`src/hw/timer8_map.vh`:
```
// offsets, fields, resets and prescale counts of the timer
// assumes inclusion by bare name
`ifndef TIMER8_MAP_VH
`define TIMER8_MAP_VH

// register byte addresses
`define ADR_CONTROL        8'h00
`define ADR_COUNTER        8'h04
`define ADR_COMPARE        8'h08
`define ADR_FLAGS          8'h0C
`define ADR_PORT           8'h10

// control register fields
`define CTRL_MODE_LSB      0
`define CTRL_MODE_MSB      1
`define CTRL_ACTION_LSB    2
`define CTRL_ACTION_MSB    3
`define CTRL_CLKSEL_LSB    4
`define CTRL_CLKSEL_MSB    6
`define CTRL_FORCE_BIT     7

// flag register fields
`define FLAG_OVERFLOW_BIT  0
`define FLAG_COMPARE_BIT   1
`define FLAG_OCSTATE_BIT   2

// port register fields
`define PORT_VALUE_BIT     0
`define PORT_DIR_BIT       1

// waveform modes
`define MODE_NORMAL        2'h0
`define MODE_PHASE         2'h1
`define MODE_CLEAR_MATCH   2'h2
`define MODE_FAST_PWM      2'h3

// output actions
`define ACT_NONE           2'h0
`define ACT_TOGGLE         2'h1
`define ACT_CLEAR          2'h2
`define ACT_SET            2'h3

// counter extremes
`define COUNT_MAX          8'hFF
`define COUNT_BOTTOM       8'h00

// reset values
`define RST_BYTE           8'h00
`define RST_MODE           2'h0
`define RST_ACTION         2'h0
`define RST_CLKSEL         3'h0

// clock select codes and prescale terminal counts (divisor minus one)
`define CS_STOP            3'h0
`define CS_DIV1            3'h1
`define CS_DIV8            3'h2
`define CS_DIV64           3'h3
`define CS_DIV256          3'h4
`define CS_DIV1024         3'h5
`define DIV8_LAST          10'h007
`define DIV64_LAST         10'h03F
`define DIV256_LAST        10'h0FF
`define DIV1024_LAST       10'h3FF

`endif

```
`src/hw/pin_override.v`:
```
// port pin override: picks the compare output or the general port value for the pin
// assumes all inputs come from flip-flops on clk_i; pin outputs are registered
`timescale 1ns/1ns

module pin_override (
  input  wire       clk_i,
  input  wire       rst_i,
  input  wire [1:0] output_action_select_i,
  input  wire       output_compare_state_i,
  input  wire       port_out_value_i,
  input  wire       output_pin_direction_bit_i,
  output reg        pin_out_o,
  output reg        pin_oe_o
);

  // RULE_06: override on nonzero select
  // RULE_07: mode plays no part here
  always @(posedge clk_i) begin
    if (rst_i) begin
      pin_out_o <= 1'b0;
      pin_oe_o  <= 1'b0;
    end else begin
      pin_out_o <= (output_action_select_i != 2'h0) ? output_compare_state_i : port_out_value_i;
      pin_oe_o  <= output_pin_direction_bit_i; // direction bit alone decides visibility
    end
  end

endmodule

```
`src/hw/tick_prescaler.v`:
```
// timer tick prescaler: one-cycle enable pulses at the selected fraction of clk_i
// assumes clk_i is the only clock; the selection comes from a register on the same clock
`timescale 1ns/1ns
`include "timer8_map.vh"

module tick_prescaler (
  input  wire       clk_i,
  input  wire       rst_i,
  input  wire [2:0] clock_sel_i,
  output reg        timer_tick_o
);

  reg [9:0] div_count;
  reg [9:0] last_value;
  reg       running;

  // terminal count for each selection; unused codes stop the timer
  always @* begin
    last_value = 10'h000;
    running    = 1'b1;
    case (clock_sel_i)
      `CS_DIV1:    last_value = 10'h000;
      `CS_DIV8:    last_value = `DIV8_LAST;
      `CS_DIV64:   last_value = `DIV64_LAST;
      `CS_DIV256:  last_value = `DIV256_LAST;
      `CS_DIV1024: last_value = `DIV1024_LAST;
      default:     running    = 1'b0;
    endcase
  end

  // free divider; restarts when stopped so the first tick after start has a full period
  always @(posedge clk_i) begin
    if (rst_i || !running) begin
      div_count    <= 10'h000;
      timer_tick_o <= 1'b0;
    end else if (div_count >= last_value) begin
      div_count    <= 10'h000;
      timer_tick_o <= 1'b1;
    end else begin
      div_count    <= div_count + 10'h001;
      timer_tick_o <= 1'b0;
    end
  end

endmodule

```
`src/hw/timer8_compare_waveform_unit.v`:
```
// 8-bit timer with compare output and waveform generation behind a classic wishbone slave
// Overview of operation
// RULE_01: a counter write blocks every compare match during the following timer tick
// RULE_02: software sets up the compare output before turning the pin to output
// RULE_03: changing waveform mode never alters the output compare state
// RULE_04: a new action selection governs the very next compare match
// RULE_05: reset clears the output compare state to zero
// RULE_06: nonzero action selection puts compare state on pin; direction bit still rules
// RULE_07: the pin override depends only on the action selection, not the mode
// RULE_08: action selection zero leaves the compare state unchanged at a match
// RULE_09: in non-PWM modes a force strobe applies the selected action at once
// RULE_10: mode bits choose counting; action bits choose only output behaviour
// RULE_11: normal mode always increments, never clears on match, wraps 0xFF to 0x00
// RULE_12: normal mode sets the overflow flag in the tick the counter becomes zero
// RULE_13: clear-on-match mode resets the counter to zero on a compare match
// RULE_14: clear-on-match compare writes act directly; a low value waits for wrap
// RULE_15: clear-on-match with action one toggles the compare state every match
// RULE_16: clear-on-match sets overflow in the tick passing from maximum to 0x00
// RULE_17: fast PWM counts from zero to maximum, then clears on the next tick
// RULE_18: fast PWM action two clears on match, sets at bottom; three reverses
// RULE_19: fast PWM sets the overflow flag each time the counter reaches maximum
// RULE_20: fast PWM compare at maximum gives constant level; zero gives one-tick spike
// RULE_21: fast PWM with action one toggles on each match for a square wave
// RULE_22: fast PWM double buffers the compare value written by the CPU
// RULE_23: maximum is 0xFF and bottom is 0x00 for all mode and flag logic
// RULE_24: the buffered compare value loads only at top or bottom of the count
// RULE_25: a match sets the compare flag at the next tick; writing one clears it
// RULE_26: all updates happen on clk_i qualified by the one-cycle timer tick; CPU writes, flag clears and force strobes act without the tick
// RULE_27: a CPU counter write overrides any clear or count in the same cycle
// assumes a classic wishbone master on clk_i and a port pin pad driven by pin_out_o/pin_oe_o
`timescale 1ns/1ns
`include "timer8_map.vh"

module timer8_compare_waveform_unit (
  input  wire        clk_i,
  input  wire        rst_i,
  input  wire        wb_cyc_i,
  input  wire        wb_stb_i,
  input  wire        wb_we_i,
  input  wire [7:0]  wb_adr_i,
  input  wire [31:0] wb_dat_i,
  input  wire [3:0]  wb_sel_i,
  output reg  [31:0] wb_dat_o,
  output reg         wb_ack_o,
  output wire        pin_out_o,
  output wire        pin_oe_o,
  output reg         overflow_flag_o,
  output reg         compare_flag_o
);

  ////////////////////////////////////////////////////////////////////////////////////////////
  // functions

  // compare match action, also used by the force strobe and fast PWM matches
  function apply_match;
    input [1:0] sel;
    input       cur;
    begin
      case (sel)
        `ACT_TOGGLE: apply_match = ~cur;
        `ACT_CLEAR:  apply_match = 1'b0;
        `ACT_SET:    apply_match = 1'b1;
        default:     apply_match = cur;
      endcase
    end
  endfunction

  // fast PWM bottom action: opposite of the match action, toggle mode leaves it alone
  function apply_bottom;
    input [1:0] sel;
    input       cur;
    begin
      case (sel)
        `ACT_CLEAR: apply_bottom = 1'b1;
        `ACT_SET:   apply_bottom = 1'b0;
        default:    apply_bottom = cur;
      endcase
    end
  endfunction

  // only fast PWM is treated as a buffered PWM mode in this block
  function is_pwm;
    input [1:0] mode;
    begin
      is_pwm = (mode == `MODE_FAST_PWM);
    end
  endfunction

  ////////////////////////////////////////////////////////////////////////////////////////////
  // state

  reg [1:0] waveform_mode_select;
  reg [1:0] output_action_select;
  reg [2:0] clock_sel;
  reg [7:0] counter_value;
  reg [7:0] compare_value;
  reg [7:0] compare_buffer;
  reg       output_compare_state;
  reg       port_out_value;
  reg       output_pin_direction_bit;
  reg       block_match;

  reg [7:0] next_counter;
  reg       next_state;
  reg [7:0] next_compare;

  wire       timer_tick;
  wire       bus_req;
  wire       bus_wr;
  wire       lane0;
  wire       wr_control;
  wire       wr_counter;
  wire       wr_compare;
  wire       wr_flags;
  wire       wr_port;
  wire       force_compare_strobe;
  wire [1:0] new_mode;
  wire [1:0] new_action;
  wire       at_max;
  wire       match_now;
  wire       tick_match;
  wire       tick_max;
  wire       clr_overflow;
  wire       clr_compare;

  ////////////////////////////////////////////////////////////////////////////////////////////
  // bus decode

  // the access takes effect at the edge where the master sees ack high
  assign bus_req    = wb_cyc_i & wb_stb_i;
  assign bus_wr     = bus_req & wb_we_i & wb_ack_o;
  assign lane0      = wb_sel_i[0]; // every register lives in the low byte
  assign wr_control = bus_wr & lane0 & (wb_adr_i == `ADR_CONTROL);
  assign wr_counter = bus_wr & lane0 & (wb_adr_i == `ADR_COUNTER);
  assign wr_compare = bus_wr & lane0 & (wb_adr_i == `ADR_COMPARE);
  assign wr_flags   = bus_wr & lane0 & (wb_adr_i == `ADR_FLAGS);
  assign wr_port    = bus_wr & lane0 & (wb_adr_i == `ADR_PORT);

  assign new_mode   = wb_dat_i[`CTRL_MODE_MSB:`CTRL_MODE_LSB];
  assign new_action = wb_dat_i[`CTRL_ACTION_MSB:`CTRL_ACTION_LSB];

  // strobe acts with the mode and action written alongside it; ignored in PWM
  assign force_compare_strobe = wr_control & wb_dat_i[`CTRL_FORCE_BIT] & ~is_pwm(new_mode);

  // write-one-to-clear flag bits
  assign clr_overflow = wr_flags & wb_dat_i[`FLAG_OVERFLOW_BIT];
  assign clr_compare  = wr_flags & wb_dat_i[`FLAG_COMPARE_BIT];

  // ack one cycle after the request, dropped the cycle after
  always @(posedge clk_i) begin
    if (rst_i) begin
      wb_ack_o <= 1'b0;
    end else begin
      wb_ack_o <= bus_req & ~wb_ack_o;
    end
  end

  // read data captured as ack rises; unmapped addresses read zero
  always @(posedge clk_i) begin
    if (rst_i) begin
      wb_dat_o <= 32'h0000_0000;
    end else if (bus_req & ~wb_ack_o) begin
      wb_dat_o <= 32'h0000_0000;
      case (wb_adr_i)
        `ADR_CONTROL: begin
          wb_dat_o[`CTRL_MODE_MSB:`CTRL_MODE_LSB]     <= waveform_mode_select;
          wb_dat_o[`CTRL_ACTION_MSB:`CTRL_ACTION_LSB] <= output_action_select;
          wb_dat_o[`CTRL_CLKSEL_MSB:`CTRL_CLKSEL_LSB] <= clock_sel;
        end
        `ADR_COUNTER: begin
          wb_dat_o[7:0] <= counter_value;
        end
        `ADR_COMPARE: begin
          // the CPU sees the buffer in PWM and the active value otherwise
          wb_dat_o[7:0] <= is_pwm(waveform_mode_select) ? compare_buffer : compare_value;
        end
        `ADR_FLAGS: begin
          wb_dat_o[`FLAG_OVERFLOW_BIT] <= overflow_flag_o;
          wb_dat_o[`FLAG_COMPARE_BIT]  <= compare_flag_o;
          wb_dat_o[`FLAG_OCSTATE_BIT]  <= output_compare_state;
        end
        `ADR_PORT: begin
          wb_dat_o[`PORT_VALUE_BIT] <= port_out_value;
          wb_dat_o[`PORT_DIR_BIT]   <= output_pin_direction_bit;
        end
        default: begin
          wb_dat_o <= 32'h0000_0000;
        end
      endcase
    end
  end

  ////////////////////////////////////////////////////////////////////////////////////////////
  // control registers

  // RULE_04: action bits unbuffered
  // RULE_03: mode write keeps compare state
  always @(posedge clk_i) begin
    if (rst_i) begin
      waveform_mode_select     <= `RST_MODE;
      output_action_select     <= `RST_ACTION;
      clock_sel                <= `RST_CLKSEL;
      port_out_value           <= 1'b0;
      output_pin_direction_bit <= 1'b0;
    end else begin
      if (wr_control) begin
        waveform_mode_select <= new_mode;
        output_action_select <= new_action;
        clock_sel            <= wb_dat_i[`CTRL_CLKSEL_MSB:`CTRL_CLKSEL_LSB];
      end
      // RULE_02: software initialises state first
      if (wr_port) begin
        port_out_value           <= wb_dat_i[`PORT_VALUE_BIT];
        output_pin_direction_bit <= wb_dat_i[`PORT_DIR_BIT];
      end
    end
  end

  ////////////////////////////////////////////////////////////////////////////////////////////
  // timer tick

  tick_prescaler u_prescaler (
    .clk_i        (clk_i),
    .rst_i        (rst_i),
    .clock_sel_i  (clock_sel),
    .timer_tick_o (timer_tick)
  );

  ////////////////////////////////////////////////////////////////////////////////////////////
  // comparator

  // RULE_23: fixed maximum and bottom
  assign at_max = (counter_value == `COUNT_MAX);

  // RULE_01: blocked for one tick
  assign match_now  = (counter_value == compare_value) & ~block_match;
  // RULE_26: everything qualified by tick
  assign tick_match = timer_tick & match_now;
  assign tick_max   = timer_tick & at_max;

  // RULE_01: block set by counter write
  // the block stays armed while the timer is stopped, ending only at the next tick
  always @(posedge clk_i) begin
    if (rst_i) begin
      block_match <= 1'b0;
    end else if (wr_counter) begin
      block_match <= 1'b1;
    end else if (timer_tick) begin
      block_match <= 1'b0;
    end
  end

  ////////////////////////////////////////////////////////////////////////////////////////////
  // counter

  // RULE_10: only mode steers counting
  always @* begin
    next_counter = counter_value;
    if (timer_tick) begin
      case (waveform_mode_select)
        // RULE_13: clear on match
        // RULE_14: missed match waits for wrap
        `MODE_CLEAR_MATCH: begin
          if (match_now) begin
            next_counter = `COUNT_BOTTOM;
          end else begin
            next_counter = counter_value + 8'h01;
          end
        end
        // RULE_17: single slope to maximum
        `MODE_FAST_PWM: begin
          if (at_max) begin
            next_counter = `COUNT_BOTTOM;
          end else begin
            next_counter = counter_value + 8'h01;
          end
        end
        // RULE_11: plain increment and wrap
        default: begin
          next_counter = counter_value + 8'h01;
        end
      endcase
    end
    // RULE_27: cpu write wins
    if (wr_counter) begin
      next_counter = wb_dat_i[7:0];
    end
  end

  always @(posedge clk_i) begin
    if (rst_i) begin
      counter_value <= `RST_BYTE;
    end else begin
      counter_value <= next_counter;
    end
  end

  ////////////////////////////////////////////////////////////////////////////////////////////
  // compare value and buffer

  // RULE_22: pwm writes go to buffer
  // RULE_24: load at top only
  // RULE_14: direct write outside pwm
  always @* begin
    next_compare = compare_value;
    if (is_pwm(waveform_mode_select) && tick_max) begin
      next_compare = compare_buffer;
    end
    if (wr_compare && !is_pwm(waveform_mode_select)) begin
      next_compare = wb_dat_i[7:0];
    end
  end

  always @(posedge clk_i) begin
    if (rst_i) begin
      compare_value  <= `RST_BYTE;
      compare_buffer <= `RST_BYTE;
    end else begin
      compare_value <= next_compare;
      if (wr_compare) begin
        compare_buffer <= wb_dat_i[7:0];
      end
    end
  end

  ////////////////////////////////////////////////////////////////////////////////////////////
  // waveform generator

  // the bottom action is applied after the match action, so bottom wins at a shared tick;
  // that gives the constant level with compare at maximum and the spike with compare at zero
  always @* begin
    next_state = output_compare_state;
    if (timer_tick) begin
      case (waveform_mode_select)
        `MODE_FAST_PWM: begin
          // RULE_21: toggle on every match
          // RULE_18: clear or set pairs
          if (match_now) begin
            next_state = apply_match(output_action_select, next_state);
          end
          // RULE_20: bottom wins at maximum
          if (at_max) begin
            next_state = apply_bottom(output_action_select, next_state);
          end
        end
        // RULE_15: toggle in clear-on-match
        // RULE_08: zero select keeps state
        `MODE_NORMAL, `MODE_CLEAR_MATCH: begin
          if (match_now) begin
            next_state = apply_match(output_action_select, next_state);
          end
        end
        default: begin
          next_state = output_compare_state; // phase correct output not built
        end
      endcase
    end
    // RULE_09: force acts immediately
    if (force_compare_strobe) begin
      next_state = apply_match(new_action, output_compare_state);
    end
  end

  // RULE_05: reset clears state
  always @(posedge clk_i) begin
    if (rst_i) begin
      output_compare_state <= 1'b0;
    end else begin
      output_compare_state <= next_state;
    end
  end

  ////////////////////////////////////////////////////////////////////////////////////////////
  // flags

  // RULE_12: overflow as counter hits zero
  // RULE_16: overflow leaving maximum
  // RULE_19: overflow at maximum
  // a fresh set beats a simultaneous clear so no event is lost
  always @(posedge clk_i) begin
    if (rst_i) begin
      overflow_flag_o <= 1'b0;
    end else begin
      overflow_flag_o <= tick_max | (overflow_flag_o & ~clr_overflow);
    end
  end

  // RULE_25: match flags at tick
  // force strobes never set this flag, only true matches do
  always @(posedge clk_i) begin
    if (rst_i) begin
      compare_flag_o <= 1'b0;
    end else begin
      compare_flag_o <= tick_match | (compare_flag_o & ~clr_compare);
    end
  end

  ////////////////////////////////////////////////////////////////////////////////////////////
  // pin

  // RULE_06: pin override
  pin_override u_pin (
    .clk_i                      (clk_i),
    .rst_i                      (rst_i),
    .output_action_select_i     (output_action_select),
    .output_compare_state_i     (output_compare_state),
    .port_out_value_i           (port_out_value),
    .output_pin_direction_bit_i (output_pin_direction_bit),
    .pin_out_o                  (pin_out_o),
    .pin_oe_o                   (pin_oe_o)
  );

endmodule

```
`config.mk`:
```
export PLATFORM = sky130hd
export DESIGN_NAME = timer8_compare_waveform_unit
export DESIGN_NICKNAME = d
export VERILOG_FILES = /design/src/hw/pin_override.v /design/src/hw/tick_prescaler.v /design/src/hw/timer8_compare_waveform_unit.v
export VERILOG_INCLUDE_DIRS = /design/src /design/src/hw
export SDC_FILE = /design/constraint.sdc
export NUM_CORES = 1
export LEC_CHECK = 0
export BUFFER_PORTS_ARGS = -buffer_cell sky130_fd_sc_hd__buf_2
export CORE_UTILIZATION = 50
export DETAILED_ROUTE_END_ITERATION = 16
export HOLD_SLACK_MARGIN = 0.1
export PLACE_DENSITY = 0.76
export SETUP_SLACK_MARGIN = 0.5
export SYNTH_ARGS = -nofsm -noshare
export SYNTH_HDL_FRONTEND = slang
export SYNTH_SLANG_ARGS = --single-unit
export TNS_END_PERCENT = 5
```
`constraint.sdc`:
```
create_clock -name clk_i -period 3.8 [get_ports clk_i]
set_input_delay 0.76 -clock clk_i [delete_from_list [all_inputs] [get_ports clk_i]]
set_output_delay 0.76 -clock clk_i [all_outputs]
set_load 0.02 [all_outputs]
```
[Word-level counts from Yosys, hierarchy flattened]
Index checks and enable logic that the tools add are counted.
Operators by class
  reductions and logical operators: 16
  bitwise operators: 27
  order comparisons: 1
  eq/ne operators: 21
  add/sub/neg operators: 2
  multiplexer cells: 26
Operators by type and width (count)
  $mux W8: 7
  $pmux W10 S4: 1
  $and A1 B1 Y1: 19
  $eq A8 B4 Y1 const B: 2
  $pmux W8 S2: 1
  $eq A2 B2 Y1 const B: 7
  $pmux W4 S3: 1
  $add A10 B1 Y10 const B: 1
  $ge A10 B10 Y1: 1
  $pmux W2 S5: 1
  $mux W1: 9
  $add A8 B1 Y8 const B: 1
  $eq A8 B3 Y1 const B: 1
  $eq A8 B5 Y1 const B: 1
  $eq A8 B8 Y1: 1
  $eq A8 B8 Y1 const B: 1
  $logic_not A8 Y1: 1
  $reduce_bool A2 Y1: 4
  $eq A3 B2 Y1 const B: 2
  $eq A3 B3 Y1 const B: 2
  $not A1 Y1: 6
  $pmux W1 S2: 3
  $pmux W1 S3: 2
  $reduce_or A5 Y1: 1
  12 further kinds: 17
Word-level totals
  output and inout port bits: 37
  bits of input ports: 49
  word-level logic and storage cells: 111
  register bits: 59

[Depth between registers and ports, before layout]
Gate-level depths: netlist (run 1).
  word-level depth: 9
  mapped depth: 10
  mapped depth without buffers: 9

[Cells and area by module]
Synthesis (run 1) repeated with hierarchy kept, for this count alone.
Unflattened totals
  cell total of the unflattened synthesis: 419
  area, all modules: 3636.0 sq um
By module, submodules not included
  timer8_compare_waveform_unit: area an instance 2751.4 sq um, cells each 329, instances 1
  tick_prescaler: area an instance 819.5 sq um, cells each 84, instances 1
  pin_override: area an instance 65.1 sq um, cells each 6, instances 1

[Worst setup path before layout (run 1)]
Ideal clock, no wire load.
  path kind: reg2reg
  start point: register clock_sel[2]
  end point: register u_prescaler.div_count[2]
  cell stages (with the launch flop): 11
  buffers on the path: 1
  data arrival time: 2110 ps
  setup slack: 1624 ps
  cell sequence: dfxtp_1 -> clkbuf_1 -> nor2b_1 -> inv_1 -> ha_1 -> a211oi_1 -> nand2_1 -> a211o_1 -> a41oi_1 -> o31ai_2 -> nor2_1
On the way
  word-level cells in the longest chain between the ends: 6
  elaborated cells between the ends (all ways): 12
RTL lines
  start, declared: RTL line timer8_compare_waveform_unit.v:94  | reg [2:0] clock_sel;
  start signal, assigned: RTL line timer8_compare_waveform_unit.v:202  | clock_sel <= `RST_CLKSEL;
  start signal, assigned: RTL line timer8_compare_waveform_unit.v:209  | clock_sel <= wb_dat_i[`CTRL_CLKSEL_MSB:`CTRL_CLKSEL_LSB];
  branches (longest 5 deep; another with $ge A10 B10 Y1)
  $reduce_or A2 Y1 (no source line) (*)
  end signal, assigned: RTL line tick_prescaler.v:40  | div_count <= div_count + 10'h001;
  end, declared: RTL line tick_prescaler.v:13  | reg [9:0] div_count;
Every way passes the cells marked *.
A chain may end at the register's enable or synchronous reset.

[Final worst setup path (run 1)]
  start point: register clock_sel[2]
  end point: register u_prescaler.div_count[3]
Same word-level chain as after synthesis.

==> results.yml, run 1 <==
synthesis:
  yosys-top-cells-area: "dfxtp_1 (34%), mux2i_1 (7.5%), nor2_1 (5.9%)"
  synth_seq_cells: 59
  syn_area_sq_um: 3450
  synth_edf_count: 0
  synthMuxAreaShare: 0.0916
  synth_top_cell_by_area: "dfxtp_1"
  yosysWarningCount: 0
  yosysSeqAreaShare: 0.342
  synth_area_per_cell_sq_um: 8.55
  synth_top_family_by_area: "simple AND/OR/NAND/NOR gates"
  synth_cells: 404
  synth_compound_area_frac: 0.139
  synth_ff_type: "dfxtp_1"
  synth_top_area_share: 0.342
  synth-simple-area-share: 0.235
  synth-async-reset-ratio: 0
  synth_xor_area_frac: 0.0583
  synth_cell_type_count: 56
  synth_fa_ha_area_frac: 0.0471
sta:
  worst_pin_slew_ps: 863
  relSlewSlack: 0.425
  finalHoldViolations: 0
  finalClockSkew_ps: 10.9
  max_freq_ghz: 0.405
  setup_viol: 0
  finalSetupTns_ps: 0
  finalCritPeriodShare: 0.650
  rsz0062_at_grt: "no"
  drv_slew: 0
  period_needed_ps: 2470
layout:
  final_common_cell: "dfxtp_1"
  syn_to_final_growth_pct: 8.22
  fill_cells: 593
  design_area_sq_um: 3740
  layout-drive-gt1-share: 0.147
  final_cell_mix: "dfxtp_1 (59), nor2_1 (54), buf_2 (34)"
  antenna_cells: 0
  final_util: 0.576
  final_nets: 493
clock_tree:
  cts_tree: "built"
  clock-sinks: 59
  cts_root_buffer: "clkbuf_8"
  cts_resized: 0
  cts_buffer_depth: 2
  htree_levels: 3
  postCtsSetupRepairBufs: 0
  path_clk_slew_ps: 70
  cts_buffers: 9
  postCtsHoldBufs: 0
  insertion_delay_ps: 350
floorplanning:
  die_x_microns: 85.1
  die_h_microns: 85.1
  pin_count: 86
  initial_core_util: 0.532
  dieArea_sq_um: 7250
  core_sq_um: 6490
  num_rows: 29
critical_path:
  max_stage_delay_ps: 470
  worstPathArrival_ps: 2750
  path_cells: "nor2b_1 -> inv_1 -> ha_1 -> a211oi_1 -> nand2_1 -> a211o_1 -> a41oi_1 -> o31ai_2 -> nor2_1"
  critPathBufInv: 1
  path_delay_family: "compound AO/OA/AOI/OAI gates"
  critPathKind: "flip-flop to flip-flop"
  cp_max_fo: 10
  slowest_stage: "dfxtp_1"
  r2r_cells: 9
  crit_path_end_kind: "flip-flop"
  r2r_start: "clock_sel[2]"
  cp.required_ps: 4080
  cp-start-kind: "flip-flop"
  rr_endpoint: "u_prescaler.div_count[3]"
  regToRegSetupSlack_ps: 1330
placed_design:
  gp_routability_congestion: 0.880
  port_buffers: 34
  place_hpwl_microns: 5830
  place_area_sq_um: 3550
pwr:
  cellLeakagePower_uw: 0.00162
  max-vdd-ir-drop_mv: 0.223
  p_per_area_nw_per_um2: 337
route:
  drcViolationCount: 0
  wl_per_cell_microns: 15.6
  dr.pass1.iters: 4
  dr.first_iter.drc_count: 260
  via_per_inst: 5.80
  final_antenna_net_count: 0
  vias: 2975
  wl_microns: 8000
hold_path:
  holdPathEnd: "wb_dat_o[2]"
  hp-class: "flip-flop to flip-flop"
  hold_depth: 2
  min_from: "wb_dat_o[2]"
global_route:
  overflow: 0
  grt_pass1_vias: 2849
  grt_max_degree: 49
  grt_antenna_before_repair: 0
  grt_usage: 0.235
  grt_first_pass_wirelength_microns: 13300
job:
  drv_cap: 0
status:
  status: "finished, final reports clean"
## registers in the layout (all words and copies together) (netlist names)
signal / count
compare_buffer: 8
clock_sel: 3
waveform_mode_select: 2
output_compare_state: 1
output_action_select: 2
u_prescaler.timer_tick_o: 1
wb_ack_o: 1
compare_value: 8
u_pin.pin_out_o: 1
wb_dat_o: 8
block_match: 1
port_out_value: 1
output_pin_direction_bit: 1
u_prescaler.div_count: 10
overflow_flag_o: 1
u_pin.pin_oe_o: 1
compare_flag_o: 1
counter_value: 8
## how the worst max path moves through the flow
stage | from | endpoint | depth (start not counted)
2_1_floorplan | clock_sel[2] | u_prescaler.div_count[2] | 10
3_3_place_gp | wb_adr_i[7] | output_compare_state | 7
3_5_place_dp | wb_adr_i[7] | output_compare_state | 7
4_1_cts | clock_sel[2] | u_prescaler.div_count[8] | 9
5_1_grt | clock_sel[2] | u_prescaler.div_count[3] | 9
6_report | clock_sel[2] | u_prescaler.div_count[3] | 9
## area by class of cell
cell class | count | area (sq um) | area share
multi-input cells | 318 | 2060 | 0.552
inverters | 9 | 33.8 | 0.00904
well taps | 77 | 96.3 | 0.0258
clock inverters | 7 | 68.8 | 0.0184
clock buffers | 9 | 124 | 0.0331
flip-flops and latches | 59 | 1180 | 0.316
repair buffers | 34 | 170 | 0.0455
## cells in the mapped netlist (5+ instances only)
cell      count
a211oi_1      7
xor2_1       19
ha_1         13
nand3_1      18
and3_1        8
nand3b_1      9
nor3_1        5
buf_2         8
nor2_1       54
buf_4        24
inv_1         9
a31oi_1       8
a21oi_1      16
nand2_1      33
mux2i_1      26
dfxtp_1      59
clkbuf_1      8
or3_1         5
## worst min-delay path, delay by kind of cell, from the launching register on
family	cells	cell delay (ps)
flip-flops	1	310
AND/OR/NAND/NOR	1	50
AO/OA/AOI/OAI	1	50
## metrics by stage
stage,setup slack [ps],power [uW],std cells,hold slack (ps)
3_5_place_dp,1380,710,497,455
3_3_place_gp,1420,709,497,436
6_report,1330,1260,513,459
2_1_floorplan,1620,702,427,437
4_1_cts,1320,1270,513,466
5_1_grt,1150,1310,513,497
## logic make-up after synthesis
| kind of cell | Yosys count |
|---|---|
| simple gates | 159 |
| compound gates | 69 |
| flops | 59 |
| buf+inv | 50 |
| mux | 30 |
| xor+xnor | 23 |
| fa+ha+maj | 13 |
| other cells | 1 |
## where the power goes
| group | internal [uW] | total (uW) | switching (uW) | leakage [uW] |
|---|---|---|---|---|
| combinational | 17.9 | 75.3 | 57.3 | 0.00105 |
| clock | 300 | 562 | 263 | 0.0000950 |
| sequential | 620 | 622 | 1.30 | 0.000476 |
| total | 938 | 1260 | 321 | 0.00162 |
## metal layers
layer  track usage  wire [microns]
met4         0.103             155
met1         0.275            3390
met5             0               0
met3        0.0700             498
met2         0.397            3960
No activity file was read; power rests on OpenSTA's default activity.
==> run 2, diff against run 1 <==
- CORE_UTILIZATION: 50 -> 48
- clock period: 3.8 -> 2.12 ns (I/O delays scaled with it)
==> results.yml, run 2 (synthesis results as in run 1) <==
route:
  final_antenna_net_count: 0
  vias: 3085
  dr.pass1.iters: 4
  drcViolationCount: 0
  dr.first_iter.drc_count: 183
  via_per_inst: 5.60
  wl_microns: 8850
  wl_per_cell_microns: 16.1
layout:
  syn_to_final_growth_pct: 19.9
  final_cell_mix: "dfxtp_1 (47), nor2_1 (46), buf_2 (34)"
  fill_cells: 587
  finalNonFillerCells: 551
  layout-drive-gt1-share: 0.286
  final_nets: 513
  final_util: 0.603
  largest_register_ffs: 10
  antenna_cells: 0
  final_common_cell: "dfxtp_1"
  top_register: "u_prescaler.div_count"
placed_design:
  numPlacedInstances: 532
  port_buffers: 34
  place_hpwl_microns: 6390
  gp_routability_congestion: 0.858
global_route:
  overflow: 0
  grt_first_pass_wirelength_microns: 13800
  grt_usage: 0.239
  grt_pass1_vias: 2904
  grt_max_degree: 27
  grt_antenna_before_repair: 0
sta:
  drv_slew: 0
  finalHoldViolations: 0
  rsz0062_at_grt: "yes"
  setup_viol: 0
  finalClockSkew_ps: 6.92
  finalCritPeriodShare: 0.995
  period_needed_ps: 2110
  max_freq_ghz: 0.474
critical_path:
  path_cells: "nand2_1 -> nor2_1 -> nor2_2 -> ha_1 -> a21o_1 -> a211o_1 -> a41oi_2 -> o31ai_4 -> buf_6 -> nor2_2"
  cp.required_ps: 2400
  slowest_stage: "dfxtp_4"
  critPathBufInv: 1
  r2r_start: "clock_sel[1]"
  cp-start-kind: "flip-flop"
  r2r_cells: 10
  worstPathArrival_ps: 2390
  crit_path_end_kind: "flip-flop"
  path_delay_family: "compound AO/OA/AOI/OAI gates"
  cp_max_fo: 5
  cpMostUsedCell: "nor2_2"
  rr_endpoint: "u_prescaler.div_count[0]"
  regToRegSetupSlack_ps: 10
  max_stage_delay_ps: 380
  critPathLaunch: "clock_sel[1]"
  critPathKind: "flip-flop to flip-flop"
clock_tree:
  postCtsHoldBufs: 0
  cts_tree: "built"
  clock-sinks: 59
  insertion_delay_ps: 340
  cts_buffer_depth: 2
  cts_root_buffer: "clkbuf_8"
  htree_levels: 3
  path_clk_slew_ps: 70
  cts_buffers: 9
floorplanning:
  die_x_microns: 86.8
  die_h_microns: 86.8
  num_rows: 30
  core_sq_um: 6870
  dieArea_sq_um: 7540
  pin_count: 86
  initial_core_util: 0.503
pwr:
  p_comb_frac: 0.066
  cell_internal_pwr_uw: 1650
  cellLeakagePower_uw: 0.00176
  p_sw_uw: 538
  p_clk_frac: 0.429
  p_seq_frac: 0.505
  p_sw_frac: 0.246
  max-vdd-ir-drop_mv: 0.501
  p_per_area_nw_per_um2: 528
  power_uw: 2190
hold_path:
  hp-class: "input pin to flip-flop"
  hold_depth: 3
  min_from: "wb_dat_i[7]"
  holdPathEnd: "counter_value[7]"
status:
  status: "finished, final reports clean"
job:
  drv_cap: 0
run 2: cell type report:
cell class / instances / area (sq um) / area share
multi-input combinational: 318 / 2260 / 0.545
clock inverter: 2 / 10.0 / 0.00242
timing repair buffer: 54 / 335 / 0.0810
clock buffer: 13 / 169 / 0.0408
sequential: 59 / 1220 / 0.294
tap: 96 / 120 / 0.0290
inverter: 9 / 33.8 / 0.00816
run 2: stage by stage:
step                      hold WS, ps  TNS (ps)  setup WS [ps]  cell area [sq um]
after floorplan                   422         0            223               3600
after global placement            447         0           43.3               3740
after detailed placement          453      -175          -38.2               3740
after CTS                         370         0           59.8               3950
after global routing              374      -643          -74.6               4140
final                             369         0           10.7               4140
run 2: how the worst max path moves through the flow:
| stage | depth (start not counted) | to |
|---|---|---|
| 2_1_floorplan | 10 | u_prescaler.div_count[0] |
| 3_3_place_gp | 10 | u_prescaler.div_count[0] |
| 3_5_place_dp | 10 | u_prescaler.div_count[0] |
| 4_1_cts | 10 | u_prescaler.div_count[0] |
| 5_1_grt | 10 | u_prescaler.div_count[6] |
| 6_report | 10 | u_prescaler.div_count[0] |
run 2: metal layers:
metal	global-route usage	vias to the layer above	share of wire
li1	-	1480	-
met1	0.276	1473	0.41
met2	0.419	109	0.51
met3	0.0543	23	0.055
met4	0.106	0	0.025
met5	0	-	0
run 2: power groups by stage:
stage          sequential (uW)  clock, uW  combinational (uW)
3_3_place_gp              1140          0                 137
5_1_grt                   1100        999                 154
2_1_floorplan             1140          0                 114
4_1_cts                   1110        948                 140
6_report                  1100        937                 143
3_5_place_dp              1140          0                 139
run 2: repair_timing:
action / 4_1_cts / 5_1_grt
endpoints found under the setup margin: 30 / 43
hold endpoints to repair: 0 / 0
buffers inserted: 2 / 1
gates resized for setup: 6 / 55
pin swaps: 3 / 25
gates cloned: 1 / 0
run 2: worst reg2reg max path: stages (launching register included):
cell     delay, ps
dfxtp_4        380
nand2_1         60
nor2_1         130
nor2_2          80
ha_1           310
a21o_1         160
a211o_1        300
a41oi_2        260
o31ai_4        100
buf_6          170
nor2_2          90
==> run 3, diff against run 2 <==
- SETUP_SLACK_MARGIN: 0.5 -> not set
==> results.yml, run 3 (synthesis results as in run 1) <==
status:
  status: "finished, final reports clean"
route:
  drcViolationCount: 0
  wl_microns: 8660
  dr.first_iter.drc_count: 251
  vias: 3112
  final_antenna_net_count: 0
  dr.pass1.iters: 6
  wl_per_cell_microns: 15.5
  via_per_inst: 5.56
placed_design:
  port_buffers: 34
  numPlacedInstances: 538
  gp_routability_congestion: 0.884
  place_area_sq_um: 3730
  place_hpwl_microns: 6180
critical_path:
  critPathKind: "flip-flop to flip-flop"
  cp_max_fo: 5
  worstPathArrival_ps: 2390
  crit_path_end_kind: "flip-flop"
  max_stage_delay_ps: 340
  critPathBufInv: 2
  path_cells: "nor2b_4 -> inv_2 -> ha_1 -> a211oi_2 -> nand2_1 -> a211o_1 -> a41oi_2 -> o31ai_2 -> buf_4 -> nor2_1"
  cp.required_ps: 2420
  cp-start-kind: "flip-flop"
  slowest_stage: "dfxtp_2"
  path_delay_family: "compound AO/OA/AOI/OAI gates"
sta:
  worst_pin_slew_ps: 510
  drv_slew: 0
  finalSetupTns_ps: 0
  finalCritPeriodShare: 0.988
  rsz0062_at_grt: "yes"
  max_freq_ghz: 0.477
  setup_viol: 0
  period_needed_ps: 2090
  finalClockSkew_ps: 7.00
  relSlewSlack: 0.660
  finalHoldViolations: 0
global_route:
  grt_pass1_vias: 2832
  grt_antenna_before_repair: 0
  overflow: 0
  use_met2: 0.409
  grt_max_degree: 25
  top_usage_layer: "met2"
  grt_first_pass_wirelength_microns: 13900
  grt.met3_usage: 0.0733
  use_met1: 0.297
  grt_usage: 0.246
clock_tree:
  insertion_delay_ps: 350
  path_clk_slew_ps: 70
  clock-sinks: 59
  cts_root_buffer: "clkbuf_8"
  htree_levels: 3
  postCtsHoldBufs: 0
  cts_tree: "built"
  cts_buffer_depth: 2
  cts_buffers: 9
job:
  drv_cap: 0
pwr:
  power_uw: 2210
  cellLeakagePower_uw: 0.00178
  max-vdd-ir-drop_mv: 0.518
  p_per_area_nw_per_um2: 540
layout:
  syn_to_final_growth_pct: 18.4
  finalNonFillerCells: 560
  fill_cells: 601
  final_nets: 522
  final_cell_mix: "dfxtp_1 (57), nor2_1 (51), buf_2 (34)"
  largest_register_ffs: 10
  antenna_cells: 0
  layout-drive-gt1-share: 0.233
  top_register: "u_prescaler.div_count"
  design_area_sq_um: 4090
  final_common_cell: "dfxtp_1"
  final_util: 0.596
hold_path:
  hp-class: "input pin to flip-flop"
floorplanning:
  core_sq_um: 6870
  pin_count: 86
  die_h_microns: 86.8
  initial_core_util: 0.503
  num_rows: 30
  dieArea_sq_um: 7540
  die_x_microns: 86.8
[run 3: worst reg2reg max path: cells and delay by family (launching register included)]
kind            cells  cell delay [ps]
buf+inv             2              260
flops               1              340
fa+ha+maj           1              190
simple gates        3              400
compound gates      4              860
[run 3: area by class of cell]
type	count	area, sq um	share of cell area
Tap cell	96	120	0.0294
Timing Repair Buffer	63	399	0.0976
Clock inverter	2	10.0	0.00245
Clock buffer	13	169	0.0413
Inverter	9	33.8	0.00826
Sequential cell	59	1190	0.290
Multi-Input combinational cell	318	2170	0.531
[run 3: final timing paths]
kind | cells after the start | to | from | slack (ps)
max reg2reg | 10 | u_prescaler.div_count[5] | clock_sel[2] | 30
min reg2reg | 1 | wb_dat_o[4] | wb_dat_o[4] | 480
min | 2 | wb_dat_o[2] | rst_i | 320
max | 10 | u_prescaler.div_count[5] | clock_sel[2] | 30
[run 3: repair_timing]
action | CTS | global route
cloned | 1 | 0
setup endpoints to repair | 11 | 11
gates resized for setup | 11 | 16
pin swaps | 4 | 7
setup buffers | 5 | 1
[run 3: metrics by stage]
stage,setup slack [ps],hold WS (ps)
finish,25.1,318
CTS,1.95,312
floorplan,18.9,437
detailed placement,-163,462
global placement,-62.7,439
global route,-37.4,326
[run 3: layer usage]
metal | share of wire | vias up | wire [microns]
met1 | 0.43 | 1455 | 3690
li1 | - | 1500 | -
met5 | 0 | - | 0
met2 | 0.49 | 137 | 4230
met4 | 0.022 | 0 | 191
met3 | 0.063 | 20 | 543
[run 3: where the power goes]
group | internal [uW] | total, uW | leakage, uW | switching, uW
combinational | 37.5 | 144 | 0.00121 | 107
sequential | 1110 | 1110 | 0.000477 | 2.32
clock | 510 | 953 | 0.0000953 | 443
total | 1660 | 2210 | 0.00178 | 553
